[src/rtl/pgm_regs.svh]
// register offsets, field positions and reset values of the supply-ok monitor
`ifndef PGM_REGS_SVH
`define PGM_REGS_SVH

`define PGM_ADDR_SRC_CTRL 8'h15
`define PGM_ADDR_MODE_CTRL 8'h16
`define PGM_ADDR_FAULT 8'h17
`define PGM_ADDR_SOFT_RESET 8'h18
`define PGM_ADDR_EVT_TOP 8'h19
`define PGM_ADDR_EVT_RESET 8'h1A

`define PGM_BIT_POLARITY 7
`define PGM_BIT_DRIVER_TYPE 6
`define PGM_BIT_LINEAR_WINDOW 5
`define PGM_BIT_STEPDOWN_WINDOW 4
`define PGM_BIT_MON_THERMAL 2
`define PGM_BIT_FAULT_SELECT 1
`define PGM_BIT_OP_MODE 0
`define PGM_BIT_SOFT_RESET 0
`define PGM_BIT_SUPPLY_LOST 7
`define PGM_BIT_RESET_EVENT 0

`define PGM_SRC_CTRL_RST 8'h7F
`define PGM_MODE_CTRL_RST 3'h4
`define PGM_MODE_WIDTH 3
`define PGM_NUM_SRC 4
`define PGM_FIRST_LINEAR 2
`define PGM_SYNC_STAGES 2

`endif

[src/rtl/pgm_pkg.sv]
// types shared by the supply-ok monitor files
package pgm_pkg;
	typedef logic [7:0] pgm_byte_t;
	typedef logic [3:0] pgm_src_t;
	typedef enum logic [1:0] {
		PGM_DRV_PUSH_PULL = 2'b01,
		PGM_DRV_OPEN_DRAIN = 2'b10
	} pgm_drv_t;
endpackage : pgm_pkg

[src/rtl/pgm_sync.sv]
// multi-stage synchroniser for levels entering the system clock domain
`timescale 1ns/1ps
module pgm_sync #(
	parameter int WIDTH = 1,
	parameter int STAGES = 2
) (
	input wire logic i_sys_clk,
	input wire logic i_nrst,
	input wire logic [WIDTH-1:0] i_d,
	output logic [WIDTH-1:0] o_q
);
	logic [WIDTH-1:0] stage_r [STAGES];

	generate
		if (STAGES < 2 || WIDTH < 1) begin : g_bad_param
			$error("pgm_sync needs at least two stages and one bit");
		end
	endgenerate

	always_ff @(posedge i_sys_clk or negedge i_nrst) begin
		if (!i_nrst) begin
			for (int k = 0; k < STAGES; k++) begin
				stage_r[k] <= '0;
			end
		end else begin
			stage_r[0] <= i_d;
			for (int k = 1; k < STAGES; k++) begin
				stage_r[k] <= stage_r[k-1];
			end
		end
	end

	assign o_q = stage_r[STAGES-1];
endmodule : pgm_sync

[src/rtl/pgm_supply_ok_monitor.sv]
// supply-ok monitor: source combining, fault flags, soft reset and their registers
// Functional notes
// - polarity bit 7: 0 pin high when valid, 1 pin low when valid
// - driver bit 6: 0 push-pull, 1 open-drain; resets to 1
// - bit 5: linear outputs checked undervoltage only, or both over and under
// - bit 4: step-down outputs checked undervoltage only, or both over and under
// - bits 3..0 enable each source into supply ok; all reset to 1
// - mode register bit 2 lets an active thermal warning force supply ok inactive
// - mode bit 1: output follows live validity, or the fault flags
// - mode bit 0 picks gated or continuous operation; resets to 0
// - fault flag set when its monitored source goes invalid; flags reset to 0
// - writing 1 clears a fault flag only while that source is valid
// - writing 1 to soft reset restores defaults, reloads settings, resets serial port
// - the soft reset bit clears itself after the reset it commands
// - soft reset request sets a latched reset-occurred flag, write 1 clears
// - supply ok falling from active to inactive sets a latched flag, write 1 clears
`timescale 1ns/1ps
`include "pgm_regs.svh"
module pgm_supply_ok_monitor import pgm_pkg::*; #(
	parameter int SYNC_STAGES = `PGM_SYNC_STAGES
) (
	input wire logic i_sys_clk,
	input wire logic i_nrst,
	input wire logic i_reg_wr,
	input wire logic i_reg_rd,
	input wire logic [7:0] i_reg_addr,
	input wire logic [7:0] i_reg_wdata,
	input wire logic [3:0] i_undervoltage,
	input wire logic [3:0] i_overvoltage,
	input wire logic i_thermal_warning,
	input wire logic [3:0] i_regulator_enabled,
	output logic [7:0] o_reg_rdata,
	output logic o_supply_ok_output,
	output logic o_supply_ok_oe,
	output logic o_supply_ok_active,
	output logic o_otp_reload,
	output logic o_serial_if_reset
);
	generate
		if (SYNC_STAGES < 2) begin : g_bad_param
			$error("SYNC_STAGES must be at least 2");
		end
	endgenerate

	logic rst_n;
	logic [8:0] analog_s;
	pgm_src_t uv_s;
	pgm_src_t ov_s;
	logic twarn_s;

	pgm_sync #(.WIDTH(1), .STAGES(2)) u_rst_sync (
		.i_sys_clk(i_sys_clk),
		.i_nrst(i_nrst),
		.i_d(1'b1),
		.o_q(rst_n)
	);

	pgm_sync #(.WIDTH(9), .STAGES(SYNC_STAGES)) u_in_sync (
		.i_sys_clk(i_sys_clk),
		.i_nrst(rst_n),
		.i_d({i_thermal_warning, i_overvoltage, i_undervoltage}),
		.o_q(analog_s)
	);

	assign uv_s = analog_s[3:0];
	assign ov_s = analog_s[7:4];
	assign twarn_s = analog_s[8];

	// per-source validity under the selected window checks
	function automatic pgm_src_t src_valid(input pgm_src_t uv, input pgm_src_t ov, input logic lwin,
		input logic swin);
		pgm_src_t v;
		logic win;
		v = '0;
		for (int i = 0; i < `PGM_NUM_SRC; i++) begin
			win = (i >= `PGM_FIRST_LINEAR) ? lwin : swin;
			v[i] = !uv[i] && !(win && ov[i]);
		end
		return v;
	endfunction : src_valid

	pgm_byte_t src_ctrl_r, src_ctrl_nxt;
	logic [`PGM_MODE_WIDTH-1:0] mode_r, mode_nxt;
	pgm_src_t fault_r, fault_nxt;
	logic soft_reset_r, soft_reset_nxt;
	logic lost_r, lost_nxt;
	logic rst_evt_r, rst_evt_nxt;
	logic active_r, active_nxt;
	pgm_byte_t rdata_r, rdata_nxt;

	pgm_src_t valid;
	pgm_src_t monitored;
	pgm_src_t fault_set;
	pgm_src_t fault_clr;
	pgm_src_t clear_blocked;
	logic live_ok;
	logic source_ok;
	logic wr_src, wr_mode, wr_fault, wr_soft, wr_top, wr_rst_evt;
	logic pin_level;
	pgm_drv_t drv;

	always_comb begin
		wr_src = i_reg_wr && (i_reg_addr == `PGM_ADDR_SRC_CTRL);
		wr_mode = i_reg_wr && (i_reg_addr == `PGM_ADDR_MODE_CTRL);
		wr_fault = i_reg_wr && (i_reg_addr == `PGM_ADDR_FAULT);
		wr_soft = i_reg_wr && (i_reg_addr == `PGM_ADDR_SOFT_RESET);
		wr_top = i_reg_wr && (i_reg_addr == `PGM_ADDR_EVT_TOP);
		wr_rst_evt = i_reg_wr && (i_reg_addr == `PGM_ADDR_EVT_RESET);

		valid = src_valid(uv_s, ov_s, src_ctrl_r[`PGM_BIT_LINEAR_WINDOW],
			src_ctrl_r[`PGM_BIT_STEPDOWN_WINDOW]);
		// gated mode ignores sources whose regulator is switched off
		monitored = src_ctrl_r[3:0] & (mode_r[`PGM_BIT_OP_MODE] ? 4'hF : i_regulator_enabled);
		live_ok = &(valid | ~monitored);
		source_ok = mode_r[`PGM_BIT_FAULT_SELECT] ? (fault_r == 4'h0) : live_ok;
		active_nxt = source_ok && !(mode_r[`PGM_BIT_MON_THERMAL] && twarn_s);

		fault_set = monitored & ~valid;
		clear_blocked = (wr_fault && !soft_reset_r) ? (i_reg_wdata[3:0] & ~valid) : 4'h0;
		fault_clr = (wr_fault && !soft_reset_r) ? (i_reg_wdata[3:0] & valid) : 4'h0;

		src_ctrl_nxt = src_ctrl_r;
		mode_nxt = mode_r;
		fault_nxt = (fault_r & ~fault_clr) | fault_set;
		soft_reset_nxt = soft_reset_r;
		lost_nxt = lost_r;
		rst_evt_nxt = rst_evt_r;

		if (soft_reset_r) begin
			// writes in the reset cycle are dropped; new events still land
			src_ctrl_nxt = `PGM_SRC_CTRL_RST;
			mode_nxt = `PGM_MODE_CTRL_RST;
			fault_nxt = fault_set;
			soft_reset_nxt = 1'b0;
			lost_nxt = 1'b0;
			rst_evt_nxt = 1'b1;
		end else begin
			if (wr_src) begin
				src_ctrl_nxt = i_reg_wdata;
			end
			if (wr_mode) begin
				mode_nxt = i_reg_wdata[`PGM_MODE_WIDTH-1:0];
			end
			if (wr_soft && i_reg_wdata[`PGM_BIT_SOFT_RESET]) begin
				soft_reset_nxt = 1'b1;
			end
			if (wr_top && i_reg_wdata[`PGM_BIT_SUPPLY_LOST]) begin
				lost_nxt = 1'b0;
			end
			if (wr_rst_evt && i_reg_wdata[`PGM_BIT_RESET_EVENT]) begin
				rst_evt_nxt = 1'b0;
			end
		end
		if (active_r && !active_nxt) begin
			lost_nxt = 1'b1;
		end

		rdata_nxt = rdata_r;
		if (i_reg_rd) begin
			case (i_reg_addr)
				`PGM_ADDR_SRC_CTRL: rdata_nxt = src_ctrl_r;
				`PGM_ADDR_MODE_CTRL: rdata_nxt = {5'h00, mode_r};
				`PGM_ADDR_FAULT: rdata_nxt = {4'h0, fault_r};
				`PGM_ADDR_SOFT_RESET: rdata_nxt = {7'h00, soft_reset_r};
				`PGM_ADDR_EVT_TOP: rdata_nxt = {lost_r, 7'h00};
				`PGM_ADDR_EVT_RESET: rdata_nxt = {7'h00, rst_evt_r};
				default: rdata_nxt = 8'h00;
			endcase
		end
	end

	always_ff @(posedge i_sys_clk or negedge rst_n) begin
		if (!rst_n) begin
			src_ctrl_r <= `PGM_SRC_CTRL_RST;
			mode_r <= `PGM_MODE_CTRL_RST;
			fault_r <= 4'h0;
			soft_reset_r <= 1'b0;
			lost_r <= 1'b0;
			rst_evt_r <= 1'b0;
			active_r <= 1'b0;
			rdata_r <= 8'h00;
		end else begin
			src_ctrl_r <= src_ctrl_nxt;
			mode_r <= mode_nxt;
			fault_r <= fault_nxt;
			soft_reset_r <= soft_reset_nxt;
			lost_r <= lost_nxt;
			rst_evt_r <= rst_evt_nxt;
			active_r <= active_nxt;
			rdata_r <= rdata_nxt;
		end
	end

	// pin drive from the registered active state
	always_comb begin
		drv = src_ctrl_r[`PGM_BIT_DRIVER_TYPE] ? PGM_DRV_OPEN_DRAIN : PGM_DRV_PUSH_PULL;
		pin_level = active_r ^ src_ctrl_r[`PGM_BIT_POLARITY];
		case (drv)
			PGM_DRV_PUSH_PULL: begin
				o_supply_ok_output = pin_level;
				o_supply_ok_oe = 1'b1;
			end
			PGM_DRV_OPEN_DRAIN: begin
				o_supply_ok_output = 1'b0;
				o_supply_ok_oe = !pin_level;
			end
			default: begin
				o_supply_ok_output = 1'b0;
				o_supply_ok_oe = 1'b0;
			end
		endcase
	end

	assign o_supply_ok_active = active_r;
	assign o_reg_rdata = rdata_r;
	assign o_otp_reload = soft_reset_r;
	assign o_serial_if_reset = soft_reset_r;

	property p_pin_polarity;
		@(posedge i_sys_clk) disable iff (!rst_n)
		(o_supply_ok_oe && !src_ctrl_r[`PGM_BIT_DRIVER_TYPE]) |-> (o_supply_ok_output == (active_r ^ src_ctrl_r[7]));
	endproperty
	a_pin_polarity: assert property (p_pin_polarity) else $error("pin level disagrees with polarity");

	property p_open_drain;
		@(posedge i_sys_clk) disable iff (!rst_n)
		src_ctrl_r[`PGM_BIT_DRIVER_TYPE] |-> !o_supply_ok_output && (o_supply_ok_oe == !(active_r ^ src_ctrl_r[7]));
	endproperty
	a_open_drain: assert property (p_open_drain) else $error("open-drain pin drove high");

	property p_none_monitored;
		@(posedge i_sys_clk) disable iff (!rst_n)
		(src_ctrl_r[3:0] == 4'h0 && !mode_r[1] && !(mode_r[2] && twarn_s) && !soft_reset_r && !wr_src && !wr_mode)
		|=> active_r;
	endproperty
	a_none_monitored: assert property (p_none_monitored) else $error("output inactive with no source");

	property p_thermal;
		@(posedge i_sys_clk) disable iff (!rst_n)
		(mode_r[`PGM_BIT_MON_THERMAL] && twarn_s) |=> !active_r;
	endproperty
	a_thermal: assert property (p_thermal) else $error("thermal warning did not drop output");

	property p_fault_gates;
		@(posedge i_sys_clk) disable iff (!rst_n)
		(mode_r[`PGM_BIT_FAULT_SELECT] && fault_r != 4'h0) |=> !active_r;
	endproperty
	a_fault_gates: assert property (p_fault_gates) else $error("fault flag did not gate output");

	property p_fault_set;
		@(posedge i_sys_clk) disable iff (!rst_n)
		(fault_set != 4'h0) |=> ((fault_r & $past(fault_set)) == $past(fault_set));
	endproperty
	a_fault_set: assert property (p_fault_set) else $error("invalid source did not set fault");

	property p_clear_blocked;
		@(posedge i_sys_clk) disable iff (!rst_n)
		((clear_blocked & fault_r) != 4'h0) |=> ((fault_r & $past(clear_blocked & fault_r)) != 4'h0);
	endproperty
	a_clear_blocked: assert property (p_clear_blocked) else $error("fault cleared while source invalid");

	property p_soft_reset;
		@(posedge i_sys_clk) disable iff (!rst_n)
		(wr_soft && i_reg_wdata[0] && !soft_reset_r) |=> (o_otp_reload && o_serial_if_reset)
		##1 (!soft_reset_r && src_ctrl_r == `PGM_SRC_CTRL_RST && mode_r == `PGM_MODE_CTRL_RST && rst_evt_r);
	endproperty
	a_soft_reset: assert property (p_soft_reset) else $error("soft reset sequence wrong");

	property p_lost_flag;
		@(posedge i_sys_clk) disable iff (!rst_n)
		$fell(active_r) |-> lost_r;
	endproperty
	a_lost_flag: assert property (p_lost_flag) else $error("loss of supply ok not latched");

	property p_reserved_zero;
		@(posedge i_sys_clk) disable iff (!rst_n)
		(i_reg_rd && i_reg_addr == `PGM_ADDR_MODE_CTRL) |=> (o_reg_rdata[7:3] == 5'h00);
	endproperty
	a_reserved_zero: assert property (p_reserved_zero) else $error("reserved bits read nonzero");
endmodule : pgm_supply_ok_monitor

[config.mk]
export PLATFORM = sky130hd
export DESIGN_NAME = pgm_supply_ok_monitor
export DESIGN_NICKNAME = d
export VERILOG_FILES = /design/src/rtl/pgm_pkg.sv /design/src/rtl/pgm_sync.sv /design/src/rtl/pgm_supply_ok_monitor.sv
export VERILOG_INCLUDE_DIRS = /design/src /design/src/rtl
export SDC_FILE = /design/constraint.sdc
export NUM_CORES = 1
export LEC_CHECK = 0
export BUFFER_PORTS_ARGS = -buffer_cell sky130_fd_sc_hd__buf_2
export CAP_MARGIN = 20
export CORE_ASPECT_RATIO = 0.7
export CORE_UTILIZATION = 40
export CTS_CLUSTER_DIAMETER = 120
export DETAILED_ROUTE_END_ITERATION = 6
export SETUP_SLACK_MARGIN = 0.1
export SLEW_MARGIN = 40
export SYNTH_ARGS = -nofsm -noshare
export SYNTH_HDL_FRONTEND = slang
export SYNTH_SLANG_ARGS = --single-unit
[constraint.sdc]
create_clock -name i_sys_clk -period 1.59 [get_ports i_sys_clk]
set_input_delay 0.0795 -clock i_sys_clk [delete_from_list [all_inputs] [get_ports i_sys_clk]]
set_output_delay 0.0795 -clock i_sys_clk [all_outputs]
set_load 0.005 [all_outputs]
# Word level (Yosys, flattened, before mapping)
# Index checks and enable logic that the tools add are counted.
[totals]
regBits = 47
output_inout_bits = 13
inputBits = 33
elab_cells = 88
[op_classes]
mux = 19
eq_ne = 8
n_reduce_logical = 39
bitwise_logic = 10
[ops]
columns = ["cell", "count"]
rows = [
  ["$eq A8 B5 Y1 const B", 6],
  ["$pmux W8 S6", 1],
  ["$logic_and A1 B1 Y1", 21],
  ["$and A4 B4 Y4", 4],
  ["$mux W8", 2],
  ["$logic_not A1 Y1", 12],
  ["$mux W4", 3],
  ["$not A4 Y4", 3],
  ["$mux W1", 9],
  ["$or A4 B4 Y4", 2],
  ["$mux W3", 2],
  ["$reduce_bool A2 Y1", 3],
  ["$logic_not A4 Y1", 1],
  ["$reduce_and A4 Y1", 1],
  ["$reduce_bool A3 Y1", 1],
  ["$eq A2 B1 Y1 const B", 1],
  ["$eq A2 B2 Y1 const B", 1],
  ["$mux W2", 1],
  ["$pmux W1 S2", 1],
  ["$xor A1 B1 Y1", 1],
]

# Depth between registers and ports, before layout
# Gate-level depths: netlist of run 1.
[logic_depth]
ltp_word = 10
depth_mapped = 6
ltp_nobuf = 4

# Modules after synthesis
# A second synthesis of run 1 with hierarchy kept.
[hier_totals]
hier_cells = 182
hier_area_um2 = 1998.2
[modules_own_cells]
columns = ["module", "area_each_um2", "cells_per_inst", "instances", "seq_area_each_um2"]
rows = [
  ["pgm_supply_ok_monitor", 1430.1, 153, 1, 685.7],
  ["pgm_sync (u_in_sync)", 518.0, 27, 1, 450.4],
  ["pgm_sync (u_rst_sync)", 50.0, 2, 1, 50.0],
]

# Worst setup path after synthesis of run 1
# No wires, ideal clock.
[synth_timing]
path_type = "in2reg"
start = "input i_reg_addr[5]"
end = "register src_ctrl_r[7]"
path_buffers = 1
arrival_ns = 1.419
setup_time_ns = 0.126
setup_slack_ns = 0.045
stages = 5
required_ns = 1.464
path_cell_list = "or4b_4 buf_6 nor3_4 mux2i_1 nor2_1"
[synth_via]
elab_chain_len = 3
[synth_lines]
columns = ["element", "line_no", "text"]
rows = [
  ["from (decl)", "pgm_supply_ok_monitor.sv:26", "input wire logic [7:0] i_reg_addr,"],
  ["$eq A8 B5 Y1", "--", ""],
  ["$logic_and A1 B1 Y1", "pgm_supply_ok_monitor.sv:103", "wr_src = i_reg_wr && (i_reg_addr == `PGM_ADDR_SRC_CTRL);"],
  ["$reduce_bool A2 Y1 (no line)", "--", ""],
  ["to (signal assigned)", "pgm_supply_ok_monitor.sv:174", "src_ctrl_r <= `PGM_SRC_CTRL_RST;"],
  ["to (signal assigned)", "pgm_supply_ok_monitor.sv:183", "src_ctrl_r <= src_ctrl_nxt;"],
  ["to (decl)", "pgm_supply_ok_monitor.sv:82", "pgm_byte_t src_ctrl_r, src_ctrl_nxt;"],
]
# No other way between the ends.
# A chain may end at the register's enable or synchronous reset.

# Worst setup path in the final report of run 1
[layout_timing]
start = "input i_reg_addr[5]"
end = "register rdata_r[4] (netlist: o_reg_rdata[4])"
[layout_via]
elab_chain_len = 2
elab_cells_between_ends = 7
cone_classes = "6 x eq/ne; 1 x mux"
[layout_lines]
columns = ["element", "line_no", "text"]
rows = [
  ["$eq A8 B5 Y1", "pgm_supply_ok_monitor.sv:160", "case (i_reg_addr)"],
  ["$pmux W8 S6 *", "pgm_supply_ok_monitor.sv:160", ""],
  ["to (signal assigned)", "pgm_supply_ok_monitor.sv:190", "rdata_r <= rdata_nxt;"],
  ["to (decl)", "pgm_supply_ok_monitor.sv:89", "pgm_byte_t rdata_r, rdata_nxt;"],
]
# Every way passes the cells marked *; elsewhere a longest branch is shown, timed or not.

==> results.md, run 1 <==
- Total Routed Length: 4520 µm
- Max-slew violations: 0
- Setup TNS: 0 ps
- Cell family with most CP delay: simple AND/OR/NAND/NOR gates
- Outcome: complete, no violations
- Post-Syn Instances: 167
- Synth area leaders: dfrtp_1 (50%), dfstp_2 (11%), mux2i_1 (7.2%)
- Gr usage total: 19.7%
- Routed via count: 1,538
- # DRC: 0
- Num CTS Buffers: 5
- Tmin final: 1400 ps
- Non-Filler Instances: 285
- Total power: 2.19 mW
- WP data arrival: 1610 ps
- Mean Syn Cell Area: 11.7 µm²
- Critical path's largest stage delay: 640 ps
- CTS tree: done
- Global-route wire length before repair: 7560 µm
- Count leader, synth: dfrtp_1
- Unrepaired setup endpoints after global routing: false
- Number of flops mapped to enable cells by yosys: 0
- Initial core utilization: 43.3%
- Number of global-route vias before repair: 1,565
- Die Ht: 60.4 µm
- Sequential area share after synthesis: 60.8%
- H-tree depth: 2
- Gr ovfl total: 0
- Final period util: 88.1%
- Critical-path maximum fanout: 9
- Yosys top cell area share: 50.0%
- Slowest cell on crit path: or4b_4
- Setup violations, final: 0
- P per Cell Area: 877 nW/µm²
- Worst vdd ir: 0.436 mV
- Post-DP HPWL: 3290 µm
- # nets final: 262
- Commonest register cell after synthesis: dfrtp_1
- Core area: 4500 µm²
- Number of core rows: 20
- Top cells by count, synth: dfrtp_1 (39), nand2_1 (16), mux2i_1 (14)
- First drt pass iteration count: 4
- Highest Clock Rate: 0.714 GHz
- DIE WIDTH: 85.5 µm
- Layout cells sized above 1: 36.1%
- Clk_lat worst skew: 290 ps
- Post-Syn Area: 1950 µm²
- Reg clk slew, reported paths: 90 ps
- IO buf count: 45
- Fin Clk Skew: 7.60 ps
- Fillers: 414
- Drt wl/cell: 15.9 µm
- Startpoint Class: input pin
- Worst EP required: 1800 ps
- Static Leak: 1.10 nW
- Net count after synthesis: 200
- CTS sink count: 47
- Number of instances in the placed design: 267
- Unique masters post-synth: 38
- Die ar.: 5170 µm²
- Rel. slew slack: 65.7%
- Dominant cell type by area after synthesis: dfrtp_1
- Synth warnings: 0
- Ys async rst share: 100%
- Clock Path Buffers: 2
- DRT iter0 DRCs: 109
- Vias per inst: 5.40
- Cells along the critical path: buf_2 > or4b_4 > or4_1 > o22ai_1
- Area grow syn2layout: 27.9%
- Worst path buffer plus inverter count: 1
- Largest net degree at the start of global routing: 23
- Detail Route Antenna Nets: 0
- Crit path kind: in -> reg
- N_diodes: 0
- Ports: 46
- Slew @ Worst Pin: 508 ps
- Setup crit end kind: register
- Antenna violations before repair: 0
- Root buffer cell: clkbuf_8
- Min-delay worst type: in -> reg
- Gpl congestion: 0.868
- Max Cap Viol: 0
- Final Hold Viols: 0
- #FFs+latches synth: 47
## final timing paths
kind	slack [ps]	cells past startpoint	endpoint	start
max reg2reg	210	4	o_supply_ok_active$_DFF_PN0_	mode_r[0]$_DFFE_PN0P_
max in group asynchronous	760	1	u_in_sync.stage_r[9]$_DFF_PN0_	u_rst_sync.o_q$_DFF_PN0_
min in group asynchronous	100	2	u_rst_sync.o_q$_DFF_PN0_	i_nrst
min reg2reg	230	0	fault_r[3]$_DFF_PN0_	u_rst_sync.o_q$_DFF_PN0_
min	4	3	src_ctrl_r[5]$_DFFE_PN1P_	i_reg_wdata[5]
max	190	4	o_reg_rdata[4]$_DFFE_PN0P_	i_reg_addr[5]
## placed cells by master, fill, tap and decap left out, types with 4 or more instances in the layout
cell / n
a21oi_1: 4
a31o_1: 4
buf_2: 45
buf_4: 6
clkbuf_8: 5
dfrtp_1: 37
dfstp_2: 8
dlygate4sd3_1: 10
inv_1: 10
mux2i_1: 14
nand2_1: 16
nand2b_1: 4
nand3_1: 5
nor2_1: 11
o21ai_0: 4
o22ai_1: 7
## worst reg2reg max path: cells and delay by family, from the launching register on
| kind | cells | cell delay, ps |
|---|---|---|
| flops | 1 | 470 |
| compound gates | 3 | 490 |
| simple gates | 1 | 350 |
## power by group
group          total, mW  internal (mW)  switching (mW)
registers           1.28           1.25          0.0391
logic              0.195         0.0918           0.104
clock network      0.708          0.310           0.399
total               2.19           1.65           0.541
## per-layer routing
layer	up-vias	global-route usage [%]	share of wire [%]
li1	709	-	-
met1	778	26.8	47
met2	46	33.3	47
met3	5	4.35	4.7
met4	0	4.29	0.64
met5	-	0	0
## cell type report
type	instances	area (µm²)	area share (%)
flip-flops and latches	47	1190	47.6
multi-input cells	103	723	29.0
repair buffers	62	390	15.6
clock buffers	5	68.8	2.76
well taps	55	68.8	2.76
inverters	10	37.5	1.50
clock inverters	3	18.8	0.752
## through the flow
| step | utilization [%] | instance area (µm²) | setup slack [ps] | hold WS, ps |
|---|---|---|---|---|
| after floorplan | - | 1960 | 106 | -216 |
| after global routing | 55.4 | 2500 | 101 | 18.7 |
| final | 55.4 | 2500 | 189 | 3.72 |
| after global placement | 50.7 | 2280 | -31.1 | -137 |
| after CTS | 55.0 | 2480 | 146 | 2.30 |
| after detailed placement | 50.7 | 2280 | -105 | -133 |
## flip-flops by register name, indices dropped and copies added, names as in the netlist
signal              count
o_reg_rdata             8
rst_evt_r               1
u_in_sync.o_q           9
o_supply_ok_active      1
mode_r                  3
o_otp_reload            1
u_rst_sync.o_q          1
src_ctrl_r              8
lost_r                  1
fault_r                 4
u_rst_sync.stage_r      1
u_in_sync.stage_r       9
## cell families after synthesis
| logic type | Yosys count | share of synthesized area, % |
|---|---|---|
| compound gates | 32 | 11.3 |
| xor+xnor | 1 | 0.449 |
| simple gates | 54 | 15.6 |
| other cells | 1 | 0.192 |
| buf+inv | 17 | 3.85 |
| mux | 15 | 7.76 |
| flops | 47 | 60.8 |
## what timing repair did
item / CTS / global route
hold endpoints to repair: 11 / 0
buffers inserted: 0 / 0
endpoints found under the setup margin: 1 / 2
hold buffers: 10 / 0
pin swaps: 0 / 1
resized for setup: 1 / 9
Note: power is estimated with default switching activity, not from simulation.
==> run 2: changes to the inputs <==
--- a/config.mk
+++ b/config.mk
@@ -6,14 +6,15 @@
 export SDC_FILE = /design/constraint.sdc
 export NUM_CORES = 1
 export LEC_CHECK = 0
-export BUFFER_PORTS_ARGS = -buffer_cell sky130_fd_sc_hd__buf_2
 export CAP_MARGIN = 20
 export CORE_ASPECT_RATIO = 0.7
 export CORE_UTILIZATION = 40
 export CTS_CLUSTER_DIAMETER = 120
 export DETAILED_ROUTE_END_ITERATION = 6
+export DONT_BUFFER_PORTS = 1
 export SETUP_SLACK_MARGIN = 0.1
 export SLEW_MARGIN = 40
 export SYNTH_ARGS = -nofsm -noshare
 export SYNTH_HDL_FRONTEND = slang
+export SYNTH_HIERARCHICAL = 1
 export SYNTH_SLANG_ARGS = --single-unit
==> run 2 against run 1 <==
  * Fmax down 3.3%
  * First-iteration DRC count is 20% higher
  * Sequential share of layout area up 2.8 points
  * Setup slack got worse by 48 ps
  * Largest cell class unchanged
  * Highest routed layer unchanged
  * Via count decreased by 7.4%
==> results.md, run 2 <==
- Initial core utilization: 41.8%
- Commonest register cell after synthesis: dfrtp_1
- Unrepaired setup endpoints after global routing: false
- IO buf count: 0
- Setup crit end kind: register
- Critical Path Start: i_reg_addr[5]
- Drt wl/cell: 16.4 µm
- Outcome: complete, no violations
- Final Hold Viols: 0
- Hold_ws: 8.20 ps
- Critical-path maximum fanout: 11
- Worst reg2reg setup slack: 210 ps
- RR Endpoint: o_reg_rdata[0]$_DFFE_PN0P_
- Die ar.: 5290 µm²
- Worst EP required: 1830 ps
- Root buffer cell: clkbuf_8
- WP data arrival: 1690 ps
- Gpl congestion: 0.902
- Worst Reg-to-Reg Cells: 4
- Vias per inst: 5.27
- Sequential area share after synthesis: 59.4%
- Synth area leaders: dfrtp_1 (49%), dfstp_2 (11%), nand3_1 (6.3%)
- Max-slew violations: 0
- Commonest non-fill, non-tap cell in the layout: dfrtp_1
- DRT iter0 DRCs: 131
- Highest Clock Rate: 0.690 GHz
- DIE WIDTH: 86.5 µm
- Core area: 4780 µm²
- # DRC: 0
- Clock Path Buffers: 2
- Unique masters post-synth: 37
- Final period util: 91.1%
- Fin Clk Skew: 3.73 ps
- Worst vdd ir: 0.509 mV
- Total Routed Length: 4440 µm
- Dominant cell type by area after synthesis: dfrtp_1
- Count leader, synth: dfrtp_1
- Startpoint Class: input pin
- Num CTS Buffers: 5
- #FFs+latches synth: 47
- Max Cap Viol: 0
- CTS sink count: 47
- Tmin final: 1450 ps
- Detail Route Antenna Nets: 0
- Area grow syn2layout: 17.8%
- Ports: 46
- Slowest cell on crit path: dlygate4sd3_1
- # nets final: 233
- Number of flops mapped to enable cells by yosys: 0
- Post-Syn Area: 2000 µm²
- RR Startpoint: mode_r[0]$_DFFE_PN0P_
- Ys async rst share: 100%
- Post-DP HPWL: 2990 µm
- Global-route wire length before repair: 6890 µm
- Antenna violations before repair: 0
- Largest net degree at the start of global routing: 29
- CTS tree: done
- Die Ht: 61.1 µm
- Static Leak: 0.954 nW
- Number of core rows: 21
- Mean Syn Cell Area: 11.0 µm²
- Crit path kind: in -> reg
- Yosys top cell area share: 48.8%
- Top cells by count, synth: dfrtp_1 (39), nand3_1 (25), nand2_1 (15)
- Cells along the critical path: nor4b_4 > and3_4 > nand3_1 > dlygate4sd3_1 > nand3_1
- Critical path's largest stage delay: 580 ps
- First drt pass iteration count: 4
- Setup violations, final: 0
- N_diodes: 0
- Setup TNS: 0 ps
- Clk_lat worst skew: 300 ps
- CP most frequent cell: nand3_1
- Gr ovfl total: 0
- Post-Syn Instances: 182
- P per Cell Area: 921 nW/µm²
- Min-delay worst type: in -> reg
- Net count after synthesis: 215
- Synth warnings: 6
- Routed via count: 1,424
- Gr usage total: 17.9%
- Number of global-route vias before repair: 1,375
- Commonest non-fill, non-tap cells in the layout: dfrtp_1 (38), nand3_1 (25), dlygate4sd3_1 (25)
- H-tree depth: 2
- Layout cells sized above 1: 13.4%
- CP Capture Point: src_ctrl_r[5]$_DFFE_PN1P_
- Reg clk slew, reported paths: 80 ps
-- run 2: cell types whose count changed after synthesis, moves of 3 or more --
cell | previous run | this run
buf_4 | 1 | 12
nor2_1 | 12 | 6
mux2i_1 | 14 | 3
o21ai_0 | 6 | 10
mux2_2 | 1 | 4
nand3_1 | 5 | 25
-- run 2: final cells by class --
type | instances | area, µm²
clock buffer | 6 | 72.6
clock inverter | 2 | 12.5
fill | 454 | 2430
inverter | 10 | 37.5
multi-input combinational | 108 | 673
sequential | 47 | 1190
tap | 69 | 86.3
timing repair buffer | 28 | 285
-- run 2: worst min-delay path by stage --
stage | slack (ps) | endpoint | startpoint | cells past startpoint
2_1_floorplan | -220 | u_rst_sync/o_q$_DFF_PN0_ | i_nrst | 0
3_3_place_gp | -220 | u_rst_sync/stage_r[1]$_DFF_PN0_ | i_nrst | 0
3_5_place_dp | -220 | u_rst_sync/o_q$_DFF_PN0_ | i_nrst | 0
4_1_cts | 0.8 | o_reg_rdata[1]$_DFFE_PN0P_ | i_reg_addr[1] | 2
5_1_grt | 8 | o_reg_rdata[1]$_DFFE_PN0P_ | i_reg_addr[1] | 2
6_report | 8 | o_reg_rdata[2]$_DFFE_PN0P_ | i_reg_rd | 2
-- run 2: repair_timing --
action,4_1_cts,5_1_grt
setup endpoints to repair,0,4
buffers inserted,0,0
gates resized for setup,0,3
hold endpoints to repair,36,0
hold buffers,25,0
-- run 2: power breakdown --
part	switching, mW	internal [mW]
clock	0.382	0.307
sequential	0.0434	1.26
combinational	0.0872	0.0920
total	0.512	1.66
-- run 2: critical path, delay by kind of cell --
family                 cells  cell delay [ps]
and+or+nand+nor            4             1030
buffers and inverters      1              580
-- run 2: routing by layer --
metal	wire [µm]	track usage (%)	vias up	part of all wire, %
met4	53	5.95	0	1.2
li1	-	-	666	-
met3	444	6.43	7	10
met2	2050	28.2	61	46
met5	0	0	-	0
met1	1890	23.5	690	43
-- run 2: cells by family after synthesis --
group	after synthesis	synth area share, %
AND/OR/NAND/NOR	64	17.7
multiplexers	7	3.76
other	1	0.188
XOR/XNOR	1	0.438
flip-flops	47	59.4
AO/OA/AOI/OAI	35	11.1
buffers and inverters	27	7.45
-- run 2: stage by stage --
stage               instances  setup WS, ps  power, mW  util, %  cell area [µm²]
floorplan                 182           199       1.43        -             2000
global placement          237           192       1.44     42.0             2010
detailed placement        237           171       1.44     42.0             2010
CTS                       270           134       2.19     49.0             2340
global route              270           101       2.27     49.2             2350
finish                    270           141       2.17     49.2             2350
